`src/sbs_params.svh`:
```
// Constants for the serial input select and byte sync block
`ifndef SBS_PARAMS_SVH
`define SBS_PARAMS_SVH

// Word size and bit counter marks
`define SBS_WORD_W 10
`define SBS_CNT_START 4'h1
`define SBS_CNT_HALF 4'h5
`define SBS_CNT_FULL 4'ha
`define SBS_TX_LAST 4'h9

// Comma: first seven received bits, last three ignored
`define SBS_COMMA_LEN 7
`define SBS_COMMA_PAT 7'h7c

// Register offsets and reset values
`define SBS_OFF_STATUS 4'h0
`define SBS_OFF_MASK 4'h4
`define SBS_OFF_STATE 4'h8
`define SBS_MASK_RST 3'h0

// Status bit positions
`define SBS_ST_COMMA 0
`define SBS_ST_LOST 1
`define SBS_ST_SLIP 2

`endif

```
`src/sbs_pkg.sv`:
```
// Types and shared decoding for the byte sync block
`include "sbs_params.svh"

package sbs_pkg;
  typedef logic [`SBS_WORD_W-1:0] sbs_word_t; // One received or sent word

  // Alignment state
  typedef enum logic [1:0] {
    SBS_FREE = 2'b00, // Alignment disabled
    SBS_HUNT = 2'b01, // Waiting for a comma
    SBS_LOCKED = 2'b10 // Boundary taken from a comma
  } sbs_align_e;

  // Comma decode; bit 0 is the first received
  function automatic logic sbs_is_comma(input sbs_word_t w);
    sbs_is_comma = (w[`SBS_COMMA_LEN-1:0] == `SBS_COMMA_PAT);
  endfunction
endpackage

```
`src/sbs_if.sv`:
```
// Carriers between the top and its shifter and serializer
`timescale 1ns/1ps

// Receive bit stream into the word window
interface sbs_rx_if;
  logic bit_in; // Selected serial bit
  logic [9:0] window; // Last ten bits, oldest in bit 0
  logic comma_hit; // Window holds a comma
  modport feeder (output bit_in, input window, input comma_hit);
  modport shifter (input bit_in, output window, output comma_hit);
endinterface

// Parallel word into the transmit serializer
interface sbs_tx_if;
  logic [9:0] word; // Word to send
  logic take; // Word latched this cycle
  logic bit_out; // Serial bit, first bit is word bit 0
  modport source (output word, input take, input bit_out);
  modport serializer (input word, output take, output bit_out);
endinterface

```
`src/sbs_rx_shifter.sv`:
```
// Receive shift window with comma decode
`timescale 1ns/1ps
`include "sbs_params.svh"

module sbs_rx_shifter (
  input wire logic clk,
  input wire logic rst,
  sbs_rx_if.shifter rx
);
  import sbs_pkg::*;

  sbs_word_t window_q; // Newest bit enters at the top

  // Shift right so the oldest bit lands in bit 0
  always_ff @(posedge clk) begin
    if (rst) begin
      window_q <= '0;
    end else begin
      window_q <= {rx.bit_in, window_q[`SBS_WORD_W-1:1]};
    end
  end

  assign rx.window = window_q;
  assign rx.comma_hit = sbs_is_comma(window_q);
endmodule

```
`src/sbs_tx_serializer.sv`:
```
// Transmit serializer, one bit per clock, bit 0 first
`timescale 1ns/1ps
`include "sbs_params.svh"

module sbs_tx_serializer (
  input wire logic clk,
  input wire logic rst,
  sbs_tx_if.serializer tx
);
  import sbs_pkg::*;

  sbs_word_t shift_q; // Bits still to send
  logic [3:0] cnt_q; // Bit position in the word
  logic take; // Load a new word

  assign take = (cnt_q == `SBS_TX_LAST);

  // Bit counter, wraps every word
  always_ff @(posedge clk) begin
    if (rst) begin
      cnt_q <= '0;
    end else if (take) begin
      cnt_q <= '0;
    end else begin
      cnt_q <= cnt_q + 4'h1;
    end
  end

  // Load on wrap, else shift toward bit 0
  always_ff @(posedge clk) begin
    if (rst) begin
      shift_q <= '0;
    end else if (take) begin
      shift_q <= tx.word;
    end else begin
      shift_q <= {1'b0, shift_q[`SBS_WORD_W-1:1]};
    end
  end

  assign tx.take = take;
  assign tx.bit_out = shift_q[0];
endmodule

```
`src/sbs_serdes_top.sv`:
```
// Input select, loopback, idle outputs and comma byte alignment
`timescale 1ns/1ps
`include "sbs_params.svh"

module sbs_serdes_top (
  input wire logic clk,
  input wire logic rst,
  // Parallel transmit word
  input wire sbs_pkg::sbs_word_t tx_word,
  // Serial inputs
  input wire logic serial_in_primary,
  input wire logic serial_in_secondary,
  input wire logic sig_det_secondary,
  // Control pins
  input wire logic serial_input_select,
  input wire logic loopback_select,
  input wire logic align_enable_in,
  // Open flags: 0 select, 1 loopback, 2 align enable
  input wire logic [2:0] ctl_pin_open,
  // Serial outputs
  output logic serial_out_first,
  output logic serial_out_second,
  // Parallel receive side
  output sbs_pkg::sbs_word_t rx_word,
  output logic rx_byte_clock_odd,
  output logic rx_byte_clock_even,
  output logic comma_detect_flag,
  output logic tx_word_taken,
  // Register port
  input wire logic [3:0] reg_addr,
  input wire logic [7:0] reg_wdata,
  input wire logic reg_wr,
  input wire logic reg_rd,
  output logic [7:0] reg_rdata,
  output logic irq
);
  import sbs_pkg::*;

  sbs_rx_if rx_bus (); // Receive window carrier
  sbs_tx_if tx_bus (); // Transmit word carrier

  // Effective control levels
  logic sel_eff; // Secondary input chosen
  logic loop_eff; // Loopback active
  logic align_eff; // Byte sync enabled

  // Receive state
  logic [3:0] cnt_q; // Bits of current word in window
  logic [3:0] cnt_d;
  sbs_word_t rx_word_q; // Presented word
  logic odd_q; // Odd byte clock level
  logic even_q; // Even byte clock level
  logic phase_q; // Which clock owns the next word
  logic flag_q; // Comma flag pulse
  sbs_align_e align_q; // Alignment state
  sbs_align_e align_d;

  // Source tracking
  logic sel_prev_q; // Select level last cycle
  logic loop_prev_q; // Loopback level last cycle
  logic sig_prev_q; // Lost level last cycle
  logic src_change; // Source switched this cycle

  // Serial outputs
  logic out_first_q;
  logic out_second_q;
  logic taken_q;

  // Events
  logic word_full; // Window holds a whole word
  logic comma_take; // Comma accepted for alignment
  logic present; // Word goes out this cycle
  logic comma_soon; // Comma enters the window next cycle
  logic lost; // Secondary chosen with no signal
  logic ev_comma;
  logic ev_lost;
  logic ev_slip;

  // Registers
  logic [2:0] status_q; // Sticky events
  logic [2:0] mask_q; // Interrupt enables
  logic [7:0] rdata_q;
  logic irq_q;

  // Write strobe aimed at one register offset
  function automatic logic wr_hit(input logic wr, input logic [3:0] addr,
    input logic [3:0] off);
    wr_hit = wr && (addr == off);
  endfunction

  // Open pins read high
  assign sel_eff = serial_input_select | ctl_pin_open[0];
  assign loop_eff = loopback_select | ctl_pin_open[1];
  assign align_eff = align_enable_in | ctl_pin_open[2];

  // Transmit serializer
  assign tx_bus.word = tx_word;

  sbs_tx_serializer u_tx (
    .clk (clk),
    .rst (rst),
    .tx (tx_bus.serializer)
  );

  // Receive source mux
  always_comb begin
    if (loop_eff) begin
      rx_bus.bit_in = tx_bus.bit_out;
    end else if (sel_eff) begin
      rx_bus.bit_in = serial_in_secondary;
    end else begin
      rx_bus.bit_in = serial_in_primary;
    end
  end

  // Receive shift window
  sbs_rx_shifter u_rx (
    .clk (clk),
    .rst (rst),
    .rx (rx_bus.shifter)
  );

  // Serial outputs idle high in loopback
  always_ff @(posedge clk) begin
    if (rst) begin
      out_first_q <= 1'b1;
      out_second_q <= 1'b1;
    end else if (loop_eff) begin
      out_first_q <= 1'b1;
      out_second_q <= 1'b1;
    end else begin
      out_first_q <= tx_bus.bit_out;
      out_second_q <= tx_bus.bit_out;
    end
  end

  // Word taken marker for the transmit source
  // One cycle behind the serializer's load
  always_ff @(posedge clk) begin
    if (rst) begin
      taken_q <= 1'b0;
    end else begin
      taken_q <= tx_bus.take;
    end
  end

  // Source change and signal history
  always_ff @(posedge clk) begin
    if (rst) begin
      sel_prev_q <= 1'b0;
      loop_prev_q <= 1'b0;
      sig_prev_q <= 1'b1;
    end else begin
      sel_prev_q <= sel_eff;
      loop_prev_q <= loop_eff;
      sig_prev_q <= lost;
    end
  end

  // Switching source or loopback loses the boundary
  assign src_change = (sel_eff != sel_prev_q) | (loop_eff != loop_prev_q);
  // Secondary chosen, not looped, and no signal seen
  assign lost = sel_eff & ~loop_eff & ~sig_det_secondary;

  // Word boundary decisions
  assign word_full = (cnt_q == `SBS_CNT_FULL);
  // Commas count from the cycle after enable, so the clocks drop first
  assign comma_take = align_eff & (align_q != SBS_FREE) & rx_bus.comma_hit;
  // Bits 7:1 now are bits 6:0 next cycle: a comma is known one cycle early
  assign comma_soon = align_eff & sbs_is_comma({1'b0, rx_bus.window[`SBS_WORD_W-1:1]});
  assign present = word_full | comma_take;

  // Bit counter restarts at each presented word
  always_comb begin
    if (present) begin
      cnt_d = `SBS_CNT_START;
    end else begin
      cnt_d = cnt_q + 4'h1;
    end
  end

  always_ff @(posedge clk) begin
    if (rst) begin
      cnt_q <= `SBS_CNT_START;
    end else begin
      cnt_q <= cnt_d;
    end
  end

  // Alignment state machine
  always_comb begin
    align_d = align_q;
    // Free while disabled, hunt until a comma, then locked
    case (align_q)
      SBS_FREE: begin
        if (align_eff) begin
          align_d = SBS_HUNT;
        end
      end
      SBS_HUNT: begin
        if (!align_eff) begin
          align_d = SBS_FREE;
        end else if (comma_take) begin
          align_d = SBS_LOCKED;
        end
      end
      SBS_LOCKED: begin
        if (!align_eff) begin
          align_d = SBS_FREE;
        end else if (src_change) begin
          align_d = SBS_HUNT;
        end
      end
      default: begin
        align_d = SBS_FREE;
      end
    endcase
  end

  always_ff @(posedge clk) begin
    if (rst) begin
      align_q <= SBS_FREE;
    end else begin
      align_q <= align_d;
    end
  end

  // Parallel word output
  always_ff @(posedge clk) begin
    if (rst) begin
      rx_word_q <= '1;
    end else if (lost) begin
      rx_word_q <= '1;
    end else if (present) begin
      rx_word_q <= rx_bus.window;
    end
  end

  // Byte clocks: each rises with its own word
  always_ff @(posedge clk) begin
    if (rst) begin
      phase_q <= 1'b1;
      odd_q <= 1'b0;
      even_q <= 1'b0;
    end else if (lost) begin
      // No clocks while the input is lost
      odd_q <= 1'b0;
      even_q <= 1'b0;
    end else if (comma_take) begin
      // Comma word always opens on the odd clock
      odd_q <= 1'b1;
      even_q <= 1'b0;
      phase_q <= 1'b0;
    end else if (comma_soon) begin
      // Drop both clocks so the comma gets a clean rise
      odd_q <= 1'b0;
      even_q <= 1'b0;
    end else if (word_full) begin
      // Plain word on the clock whose turn it is
      odd_q <= phase_q;
      even_q <= ~phase_q;
      phase_q <= ~phase_q;
    end else if (cnt_q == `SBS_CNT_HALF) begin
      // Low half of each word period
      odd_q <= 1'b0;
      even_q <= 1'b0;
    end
  end

  // Comma flag pulse, with the comma word
  always_ff @(posedge clk) begin
    if (rst) begin
      flag_q <= 1'b0;
    end else begin
      flag_q <= comma_take & ~lost;
    end
  end

  // Events for the status register
  assign ev_comma = comma_take & ~lost;
  assign ev_lost = lost & ~sig_prev_q;
  assign ev_slip = comma_take & ~word_full;

  // Sticky status, set wins over write-one clear
  always_ff @(posedge clk) begin
    if (rst) begin
      status_q <= '0;
    end else begin
      // A one written clears, an event in the same cycle sets
      if (wr_hit(reg_wr, reg_addr, `SBS_OFF_STATUS)) begin
        status_q <= (status_q & ~reg_wdata[2:0]) | {ev_slip, ev_lost, ev_comma};
      end else begin
        status_q <= status_q | {ev_slip, ev_lost, ev_comma};
      end
    end
  end

  // Interrupt mask
  always_ff @(posedge clk) begin
    if (rst) begin
      mask_q <= `SBS_MASK_RST;
    end else if (wr_hit(reg_wr, reg_addr, `SBS_OFF_MASK)) begin
      mask_q <= reg_wdata[2:0];
    end
  end

  // Read data, one cycle after the strobe
  always_ff @(posedge clk) begin
    if (rst) begin
      rdata_q <= '0;
    end else if (reg_rd) begin
      // Status and mask use bits 2:0, the rest read zero
      case (reg_addr)
        `SBS_OFF_STATUS: rdata_q <= {5'h00, status_q};
        `SBS_OFF_MASK: rdata_q <= {5'h00, mask_q};
        `SBS_OFF_STATE: rdata_q <= {1'b0, lost, align_q, align_eff, loop_eff, sel_eff, phase_q};
        default: rdata_q <= 8'h00; // Unmapped reads zero
      endcase
    end else begin
      rdata_q <= 8'h00;
    end
  end

  // Level interrupt from unmasked status
  always_ff @(posedge clk) begin
    if (rst) begin
      irq_q <= 1'b0;
    end else begin
      irq_q <= |(status_q & mask_q);
    end
  end

  // Outputs straight from flops
  assign serial_out_first = out_first_q;
  assign serial_out_second = out_second_q;
  assign rx_word = rx_word_q;
  assign rx_byte_clock_odd = odd_q;
  assign rx_byte_clock_even = even_q;
  assign comma_detect_flag = flag_q;
  assign tx_word_taken = taken_q;
  assign reg_rdata = rdata_q;
  assign irq = irq_q;
endmodule

```
`config.mk`:
```
export PLATFORM = sky130hd
export DESIGN_NAME = sbs_serdes_top
export DESIGN_NICKNAME = d
export VERILOG_FILES = /design/src/sbs_pkg.sv /design/src/sbs_if.sv /design/src/sbs_rx_shifter.sv /design/src/sbs_tx_serializer.sv /design/src/sbs_serdes_top.sv
export VERILOG_INCLUDE_DIRS = /design/src
export SDC_FILE = /design/constraint.sdc
export NUM_CORES = 1
export LEC_CHECK = 0
export ABC_AREA = 0
export BUFFER_PORTS_ARGS = -buffer_cell sky130_fd_sc_hd__buf_2
export CAP_MARGIN = 20
export CELL_PAD_IN_SITES_DETAIL_PLACEMENT = 0
export CELL_PAD_IN_SITES_GLOBAL_PLACEMENT = 1
export CORE_MARGIN = 3
export CORE_UTILIZATION = 39
export DETAILED_ROUTE_END_ITERATION = 7
export MAX_ROUTING_LAYER = met4
export PLACE_DENSITY = 0.81
export SLEW_MARGIN = 10
export SYNTH_ARGS = -nofsm -noshare
export SYNTH_HDL_FRONTEND = slang
export SYNTH_SLANG_ARGS = --single-unit
```
`constraint.sdc`:
```
create_clock -name clk -period 1.5 [get_ports clk]
set_input_delay 0.45 -clock clk [delete_from_list [all_inputs] [get_ports clk]]
set_output_delay 0.45 -clock clk [all_outputs]
set_load 0.02 [all_outputs]
```
Word level (Yosys, flattened, before mapping):

Cells that the tools add are included.

* ROM bits: 0
* output and inout port bits: 25
* memories kept: 0
* latch bits: 0
* register bits: 64
* bits in writable memories: 0
* word-level logic and storage cells: 100

* reduce and logical (&&, ||, !) cells: 18
* muxes and demuxes: 19
* bitwise logic cells: 26
* equality and inequality tests: 15
* magnitude comparators: 0
* shift operators: 0
* divide/modulo/power cells: 0
* $mul: 0
* add/sub/neg operators: 2

Operator list (count)
* $pmux 7 s3: 1
* $eq 7x7->1 const B: 2
* $eq 4x4->1 const B: 3
* $reduce_or 2->1: 6
* $mux 1: 10
* $mux 2: 5
* $mux 9: 1
* $add 4x1->4 const B: 2
* $and 1x1->1: 8
* $eq 4x3->1 const B: 2
* $not 1->1: 8
* $and 3x3->3: 2
* $ne 3x3->1 const B: 2
* $or 3x3->3: 2
* $pmux 2 s3: 1
* $reduce_and 3->1: 2
* $reduce_bool 2->1: 3
* $or 1x1->1: 5
* $logic_not 4->1: 1
* $ne 2x2->1 const B: 2
* $reduce_bool 4->1: 1
* $reduce_or 4->1: 1
* $mux 3: 1
* $not 3->3: 1
* 6 further kinds: 8

Longest topological paths before layout:

Gate-level depths: netlist (run 1).

* word-level depth: 8
* depth in mapped cells: 7

Hierarchy:

From an unflattened synthesis (run 1), not the netlist that was laid out.

* cells, all modules: 267
* area, all modules: 2486.1 µm²

Modules (own cells, without submodules)
* sbs_serdes_top: cells each 183, seq. area each 780.7 µm², area an instance 1624.1 µm², times used 1
* sbs_tx_serializer: cells each 62, seq. area each 280.3 µm², area an instance 578.1 µm², times used 1
* sbs_rx_shifter: cells each 22, seq. area each 200.2 µm², area an instance 284.0 µm², times used 1

Least setup slack after synthesis (run 1):

No wires, ideal clock.

* kind: input-to-reg
* start point: input port ctl_pin_open[2]
* end point: register phase_q
* setup time: 120 ps
* cell stages on the path: 4
* data arrival time: 1290 ps
* path buffers: 0
* data required time: 1380 ps
* setup slack: 90 ps
* cell sequence: or2_2 > a31oi_1 > o21ai_2 > a211o_1

* cells in the longest elaborated chain, start to end: 5

Ends and longest elaborated chain
* start, declared: RTL line sbs_serdes_top.sv:19 `input wire logic [2:0] ctl_pin_open,`
* $or 1x1->1 (*): RTL line sbs_serdes_top.sv:94 `assign align_eff = align_enable_in | ctl_pin_open[2];`
* $and 1x1->1 (2 in a row): RTL line sbs_serdes_top.sv:168 `assign comma_take = align_eff & (align_q != SBS_FREE) & rx_bus.comma_hit;`
* $ne 2x2->1 (no line) or $reduce_bool 2->1 (tied branches)
* $reduce_and 3->1 (no line)
* end signal, assigned: RTL line sbs_serdes_top.sv:262 `phase_q <= ~phase_q;`
* end, declared: RTL line sbs_serdes_top.sv:53 `logic phase_q;`

Mark *: on every way between the ends. The rest lies on a longest branch, timed or not.
A chain may end at the register's enable or synchronous reset.

Worst setup path after layout (run 1):

* start point: register cnt_q[0]
* end point: register phase_q

* cells in the longest elaborated chain, start to end: 3

Ends and longest elaborated chain
* start, declared: RTL line sbs_serdes_top.sv:48 `logic [3:0] cnt_q;`
* start signal, assigned: RTL line sbs_serdes_top.sv:184 `` cnt_q <= `SBS_CNT_START; ``
* start signal, assigned: RTL line sbs_serdes_top.sv:186 `cnt_q <= cnt_d;`
* $eq 4x4->1 (no line)
* $reduce_bool 2->1 (no line)
* $reduce_and 3->1 (no line)

No other way between the ends.

==> flow_summary_export.csv, run 1 <==
group,metric,value,unit
outcome,status,"finished clean",
setup_path,critical_path_class,"reg -> reg",
routing,drcViolationCount,0,
layout,num_antenna_cells,0,
setup_path,ff2ff_setup_slack,0.08,ns
cts,cts_sinks,63,
layout,nFillCells,544,
timing,timing.final.crit_share,95.0,%
cts,path_clk_slew,0.06,ns
layout,area_delta_synth_final,28.1,%
logic_synthesis,synth_seq_cells,63,
routing,routed_wl,4.96,mm
logic_synthesis,synthesis.nets,285,
setup_path,cp_num_buf_inv,1,
logic_synthesis,syn_inst,245,
timing,final-setup-viol-count,0,
cts,clock_latency,0.32,ns
cts,cts_root_buf,"clkbuf_8",
global_routing,grt_usage,15.1,%
floorplan,dieArea,7090,µm²
min_path,min_path_type,"in -> reg",
timing,hold_violations,0,
timing,period_minus_slack,1.42,ns
global_routing,overflow,0,
run,cap_violations,0,
timing,drv_slew,0,
min_path,worstHoldStart,"tx_word[9]",
timing,fmax,0.702,GHz
global_routing,grt_pass1_wl,8.35,mm
setup_path,path_delay_family,"compound AO/OA/AOI/OAI gates",
layout,design_area,3060,µm²
logic_synthesis,synthesis.area,2380,µm²
routing,dr.pass1.iters,4,
setup_path,worst_ep_required_time,1.71,ns
layout,finalNonFillerCells,394,
setup_path,cp_max_fo,4,
logic_synthesis,ys_seq_area_share,52.9,%
power_and_ir_drop,p_leak,1.36,nW
layout,final_cell_mix,"63 x dfxtp_1, 53 x buf_2, 30 x nor2_1",
floorplan,die-height,84.2,µm
routing,wl_per_cell,12.6,µm
place,io_buffer_count,53,
floorplan,core-area,5710,µm²
layout,multiInputGateArea,1050,µm²
logic_synthesis,async_reset_ff_share,0,%
global_routing,antenna_found_initial,0,
setup_path,slowest_delay,0.31,ns
cts,cts_tree,"built",
logic_synthesis,synth_edf_count,0,
power_and_ir_drop,peakVddDrop,0.523,mV
cts,cts_buffers,9,
floorplan,initial_utilization,41.8,%
layout,layout_commonest_cell,"dfxtp_1",
cts,cts_max_path_buffers,2,
setup_path,r2r_end,"phase_q",
cts,htreeDepth,3,
setup_path,crit_path_top_delay_cell,"dfxtp_1",
setup_path,r2r-start,"cnt_q[0]",
power_and_ir_drop,total_power,3.35,mW
setup_path,startpoint_type,"register",
place,gp_congestion,0.762,
timing,fin_skew,0.0117,ns
min_path,hold_path_depth,2,
place,placed_cell_area,2830,µm²
routing,via_count,1928,
layout,seqCellArea,1260,µm²
routing,routed_via_density,4.89,
layout,utilization,53.5,%
layout,drive_above_1_share,31.7,%
place,dpl.cell_count,377,
routing,first_iter_violations,126,
logic_synthesis,syn_avg_cell_area,9.73,µm²
global_routing,grt_max_degree,17,
floorplan,die_w,84.2,µm
setup_path,reg2regPathDepth,6,
cts,hold_buffers,0,
global_routing,grt_pass1_vias,1880,
routing,ant_nets,0,
setup_path,crit_chain,"inv_1 -> ha_2 -> nand3b_1 -> a31oi_2 -> o21ai_2 -> a211o_1",
logic_synthesis,synth_flop_cell,"dfxtp_1",
place,dp_hpwl,3.72,mm
setup_path,cp-end-kind,"register",
logic_synthesis,ys_types,47,
setup_path,critPathArrivalTime,1.64,ns
floorplan,rows,27,
logic_synthesis,yosys_warnings,0,
layout,fin_nets,357,
min_path,hold_path_end,"u_tx.shift_q[9]",
floorplan,boundaryPins,60,
power_and_ir_drop,powerDensity,1100,nW/µm²
stage by stage:
stage          setup TNS [ns]  setup WS [ns]  hold WS (ns)
3_5_place_dp            -1.11        -0.0912         0.434
6_report                    0         0.0753         0.330
5_1_grt              -0.00581       -0.00581         0.325
2_1_floorplan               0         0.0903         0.415
3_3_place_gp           -0.681        -0.0785         0.426
4_1_cts                     0         0.0416         0.315
how the worst max path moves through the flow:
stage / from / endpoint / slack [ns] / cells past startpoint
2_1_floorplan: ctl_pin_open[2] / phase_q / 0.09 / 4
3_3_place_gp: ctl_pin_open[2] / phase_q / -0.08 / 5
3_5_place_dp: ctl_pin_open[2] / phase_q / -0.09 / 5
4_1_cts: cnt_q[0] / phase_q / 0.04 / 6
5_1_grt: cnt_q[0] / phase_q / -0.006 / 6
6_report: cnt_q[0] / phase_q / 0.08 / 6
state kept, by name, summed over array words and instances (netlist names):
signal and count:
phase_q 1, u_tx.shift_q 10, rx_word 10, sig_prev_q 1
tx_word_taken 1, reg_rdata 7, u_tx.cnt_q 4, comma_detect_flag 1
rx_byte_clock_even 1, align_q 2, rx_byte_clock_odd 1, status_q 3
u_rx.rx.window 10, irq 1, loop_prev_q 1, serial_out_second 1
sel_prev_q 1, mask_q 3, cnt_q 4
synthesized netlist by cell type, drive strengths merged (2+ instances only):
cell type / instances / share of area [%]
xor2: 4 / 1.5
nand2: 5 / 0.79
nand2b: 2 / 0.52
nor4b: 2 / 1.3
a21oi: 6 / 1.3
and4b: 2 / 0.84
nor2b: 12 / 3.1
ha: 5 / 2.6
nand3: 25 / 5.2
nand4b: 2 / 0.73
dfxtp: 63 / 53
and2: 5 / 1.3
xnor2: 2 / 0.73
and3: 3 / 0.79
a211oi: 2 / 0.63
a22o: 9 / 3.3
nor3b: 2 / 0.63
mux2i: 4 / 1.7
o21ai: 14 / 3.1
clkbuf: 5 / 0.79
buf: 9 / 2.6
nand4: 3 / 0.79
nand3b: 3 / 0.94
inv: 4 / 0.63
a22oi: 2 / 0.63
nor3: 3 / 0.63
nor2: 32 / 5.2
a211o: 2 / 0.73
kinds of logic after synthesis:
group / synth area share (%)
XOR/XNOR: 2.20
AND/OR/NAND/NOR: 24.7
flip-flops: 52.9
adder cells (fa/ha/maj): 2.62
multiplexers: 1.68
AO/OA/AOI/OAI: 11.7
other: 0.157
buffers and inverters: 4.04
layer usage:
| metal | routed length, µm | GRT usage (%) | up-vias |
|---|---|---|---|
| met5 | 0 | - | - |
| met4 | 79 | 7.02 | 0 |
| met3 | 295 | 4.71 | 8 |
| met2 | 2210 | 22.3 | 45 |
| met1 | 2380 | 18.8 | 873 |
| li1 | - | - | 1002 |
cell type report:
class | count | share of cell area [%]
clock buffers | 14 | 5.98
flip-flops and latches | 63 | 41.3
inverters | 4 | 0.491
repair buffers | 75 | 14.5
multi-input cells | 164 | 34.4
clock inverters | 2 | 0.410
well taps | 72 | 2.95
power by group:
group	leakage, nW	internal [mW]	switching (mW)
registers	0.511	1.71	0.0206
clock network	0.0987	0.779	0.601
logic	0.748	0.116	0.125
total	1.36	2.60	0.746
what timing repair did:
item,CTS,global route
resized for setup,2,4
endpoints found under the setup margin,14,15
setup buffers,0,1
Note: power is estimated with default switching activity, not from simulation.
==> inputs of run 2 (changes only) <==
CORE_UTILIZATION = 35   (was 39)
PLACE_DENSITY = 0.77   (was 0.81)
clock period = 1.3 ns   (was 1.5 ns; I/O delays follow)
==> run 2 against run 1 <==
  * The run now ends with setup timing left
  * Sequential share of layout area is 4.0 points lower
  * Critical path depth stayed put
  * Flip-flop and latch count did not move
  * Power up 22%
  * Global-route usage rose by 0.52 points
  * Highest routed layer unchanged
==> flow_summary_export.csv, run 2 (same netlist as run 1, synthesis figures left out) <==
group,metric,value,unit
outcome,status,"finished, violations left",
outcome,violations,"setup timing",
timing,drv_slew,0,
floorplan,core-area,6460,µm²
layout,final_cell_mix,"55 x dfxtp_1, 52 x buf_2, 37 x buf_4",
place,dp_hpwl,3.90,mm
global_routing,grt_usage,15.6,%
cts,cts_sinks,63,
routing,ant_nets,0,
timing,fin_skew,0.00729,ns
global_routing,grt_max_degree,13,
floorplan,boundaryPins,60,
setup_path,worst_ep_required_time,1.53,ns
global_routing,grt_pass1_wl,8.99,mm
cts,cts_buffers,9,
layout,num_antenna_cells,0,
power_and_ir_drop,pwr-share-comb,8.0,%
layout,fin_nets,379,
cts,cts_tree,"built",
timing,setup_ws,-0.0739,ns
layout,drive_above_1_share,44.8,%
power_and_ir_drop,p_leak,1.51,nW
setup_path,reg2regPathDepth,6,
setup_path,cp_max_fo,4,
layout,area_delta_synth_final,42.9,%
power_and_ir_drop,total_power,4.09,mW
global_routing,grt_pass1_vias,1967,
global_routing,overflow,0,
cts,cts_root_buf,"clkbuf_8",
timing,period_minus_slack,1.37,ns
setup_path,cp-end-kind,"register",
cts,clock_latency,0.34,ns
floorplan,dieArea,7840,µm²
setup_path,critPathArrivalTime,1.61,ns
power_and_ir_drop,seq_power_share,48.8,%
cts,cts_max_path_buffers,2,
setup_path,startpoint_type,"register",
power_and_ir_drop,swShare,22.5,%
timing,timing.final.crit_share,106,%
setup_path,ff2ff_setup_slack,-0.07,ns
min_path,worstHoldStart,"tx_word[9]",
floorplan,die-height,88.5,µm
layout,nFillCells,632,
place,gp_congestion,0.788,
routing,routed_via_density,4.85,
min_path,min_path_type,"in -> reg",
power_and_ir_drop,internal_power,3.17,mW
global_routing,antenna_found_initial,0,
timing,hold_violations,0,
timing,grt_setup_unrepaired,"yes",
routing,dr.pass1.iters,4,
cts,path_clk_slew,0.07,ns
floorplan,die_w,88.5,µm
routing,first_iter_violations,139,
setup_path,critical_path_class,"reg -> reg",
place,io_buffer_count,53,
cts,htreeDepth,3,
min_path,hold_path_end,"u_tx.shift_q[9]",
power_and_ir_drop,peakVddDrop,0.711,mV
timing,fmax,0.728,GHz
routing,drcViolationCount,0,
power_and_ir_drop,switching_power,918,µW
layout,layout_commonest_cell,"dfxtp_1",
setup_path,r2r_end,"phase_q",
floorplan,rows,29,
routing,via_count,2042,
place,place_ws,-0.190,ns
floorplan,initial_utilization,36.9,%
min_path,hold_path_depth,2,
setup_path,r2r-start,"cnt_q[0]",
routing,wl_per_cell,13.4,µm
timing,final-setup-viol-count,4,
power_and_ir_drop,clkPwrFrac,43.2,%
run,cap_violations,0,
routing,routed_wl,5.62,mm
power_and_ir_drop,powerDensity,1200,nW/µm²
[run 2: cell count changes in the layout (fill, tap and decap cells not counted), moves of 5 or more]
cell | previous run | this run
dfxtp_2 | 0 | 8
o21ai_1 | 10 | 4
o21ai_2 | 1 | 9
buf_6 | 0 | 5
dfxtp_1 | 63 | 55
buf_4 | 21 | 37
[run 2: how the worst max path moves through the flow]
stage,startpoint,endpoint,slack (ns),cells past startpoint
4_1_cts,cnt_q[0],phase_q,-0.06,6
6_report,cnt_q[0],phase_q,-0.07,6
3_3_place_gp,cnt_q[0],rx_word[3],-0.17,6
5_1_grt,cnt_q[0],phase_q,-0.14,6
2_1_floorplan,ctl_pin_open[2],rx_word[1],0.01,6
3_5_place_dp,cnt_q[0],rx_word[3],-0.19,6
[run 2: routing by layer]
layer  up-vias  share of wire [%]  global-route usage [%]
li1       1052                  -                       -
met1       933                 49                    19.7
met2        45                 44                    22.3
met3        12                4.9                    5.21
met4         0                2.2                    7.69
met5         -                  0                       -
[run 2: per-stage QoR]
step / setup TNS, ns / util [%] / hold WS [ns] / area, µm² / cells
floorplan: 0 / - / 0.415 / 2420 / 245
global placement: -3.83 / 46.0 / 0.425 / 2970 / 398
detailed placement: -4.05 / 46.0 / 0.428 / 2970 / 398
CTS: -0.113 / 50.1 / 0.233 / 3230 / 416
global route: -0.647 / 52.8 / 0.242 / 3410 / 421
finish: -0.225 / 52.8 / 0.244 / 3410 / 421
[run 2: repair_timing]
item	4_1_cts	5_1_grt
hold buffers	0	0
setup buffers	2	3
gates cloned	0	4
gates resized for setup	13	37
pin swaps	5	13
endpoints found under the setup margin	27	29
[run 2: cell type report]
type	instances	area [µm²]	share of cell area (%)
clock buffers	13	169	4.96
multi-input cells	165	1180	34.7
flip-flops and latches	63	1270	37.3
well taps	77	96.3	2.83
clock inverters	3	40.0	1.18
inverters	4	15.0	0.441
repair buffers	96	634	18.6
[run 2: critical path, cell delays in order (launching register included)]
cell and delay [ns]:
dfxtp_2 0.32, inv_2 0.07, ha_4 0.14, nand3b_1 0.18, a31oi_2 0.23, o21ai_2 0.08, a211o_1 0.25
[run 2: power by group through the flow]
stage / Combinational (mW) / Clock [mW] / Sequential [mW]
4_1_cts: 0.311 / 1.81 / 1.99
2_1_floorplan: 0.143 / 0 / 2.05
3_3_place_gp: 0.299 / 0 / 2.04
6_report: 0.328 / 1.77 / 1.99
5_1_grt: 0.367 / 1.91 / 2.00
3_5_place_dp: 0.304 / 0 / 2.04
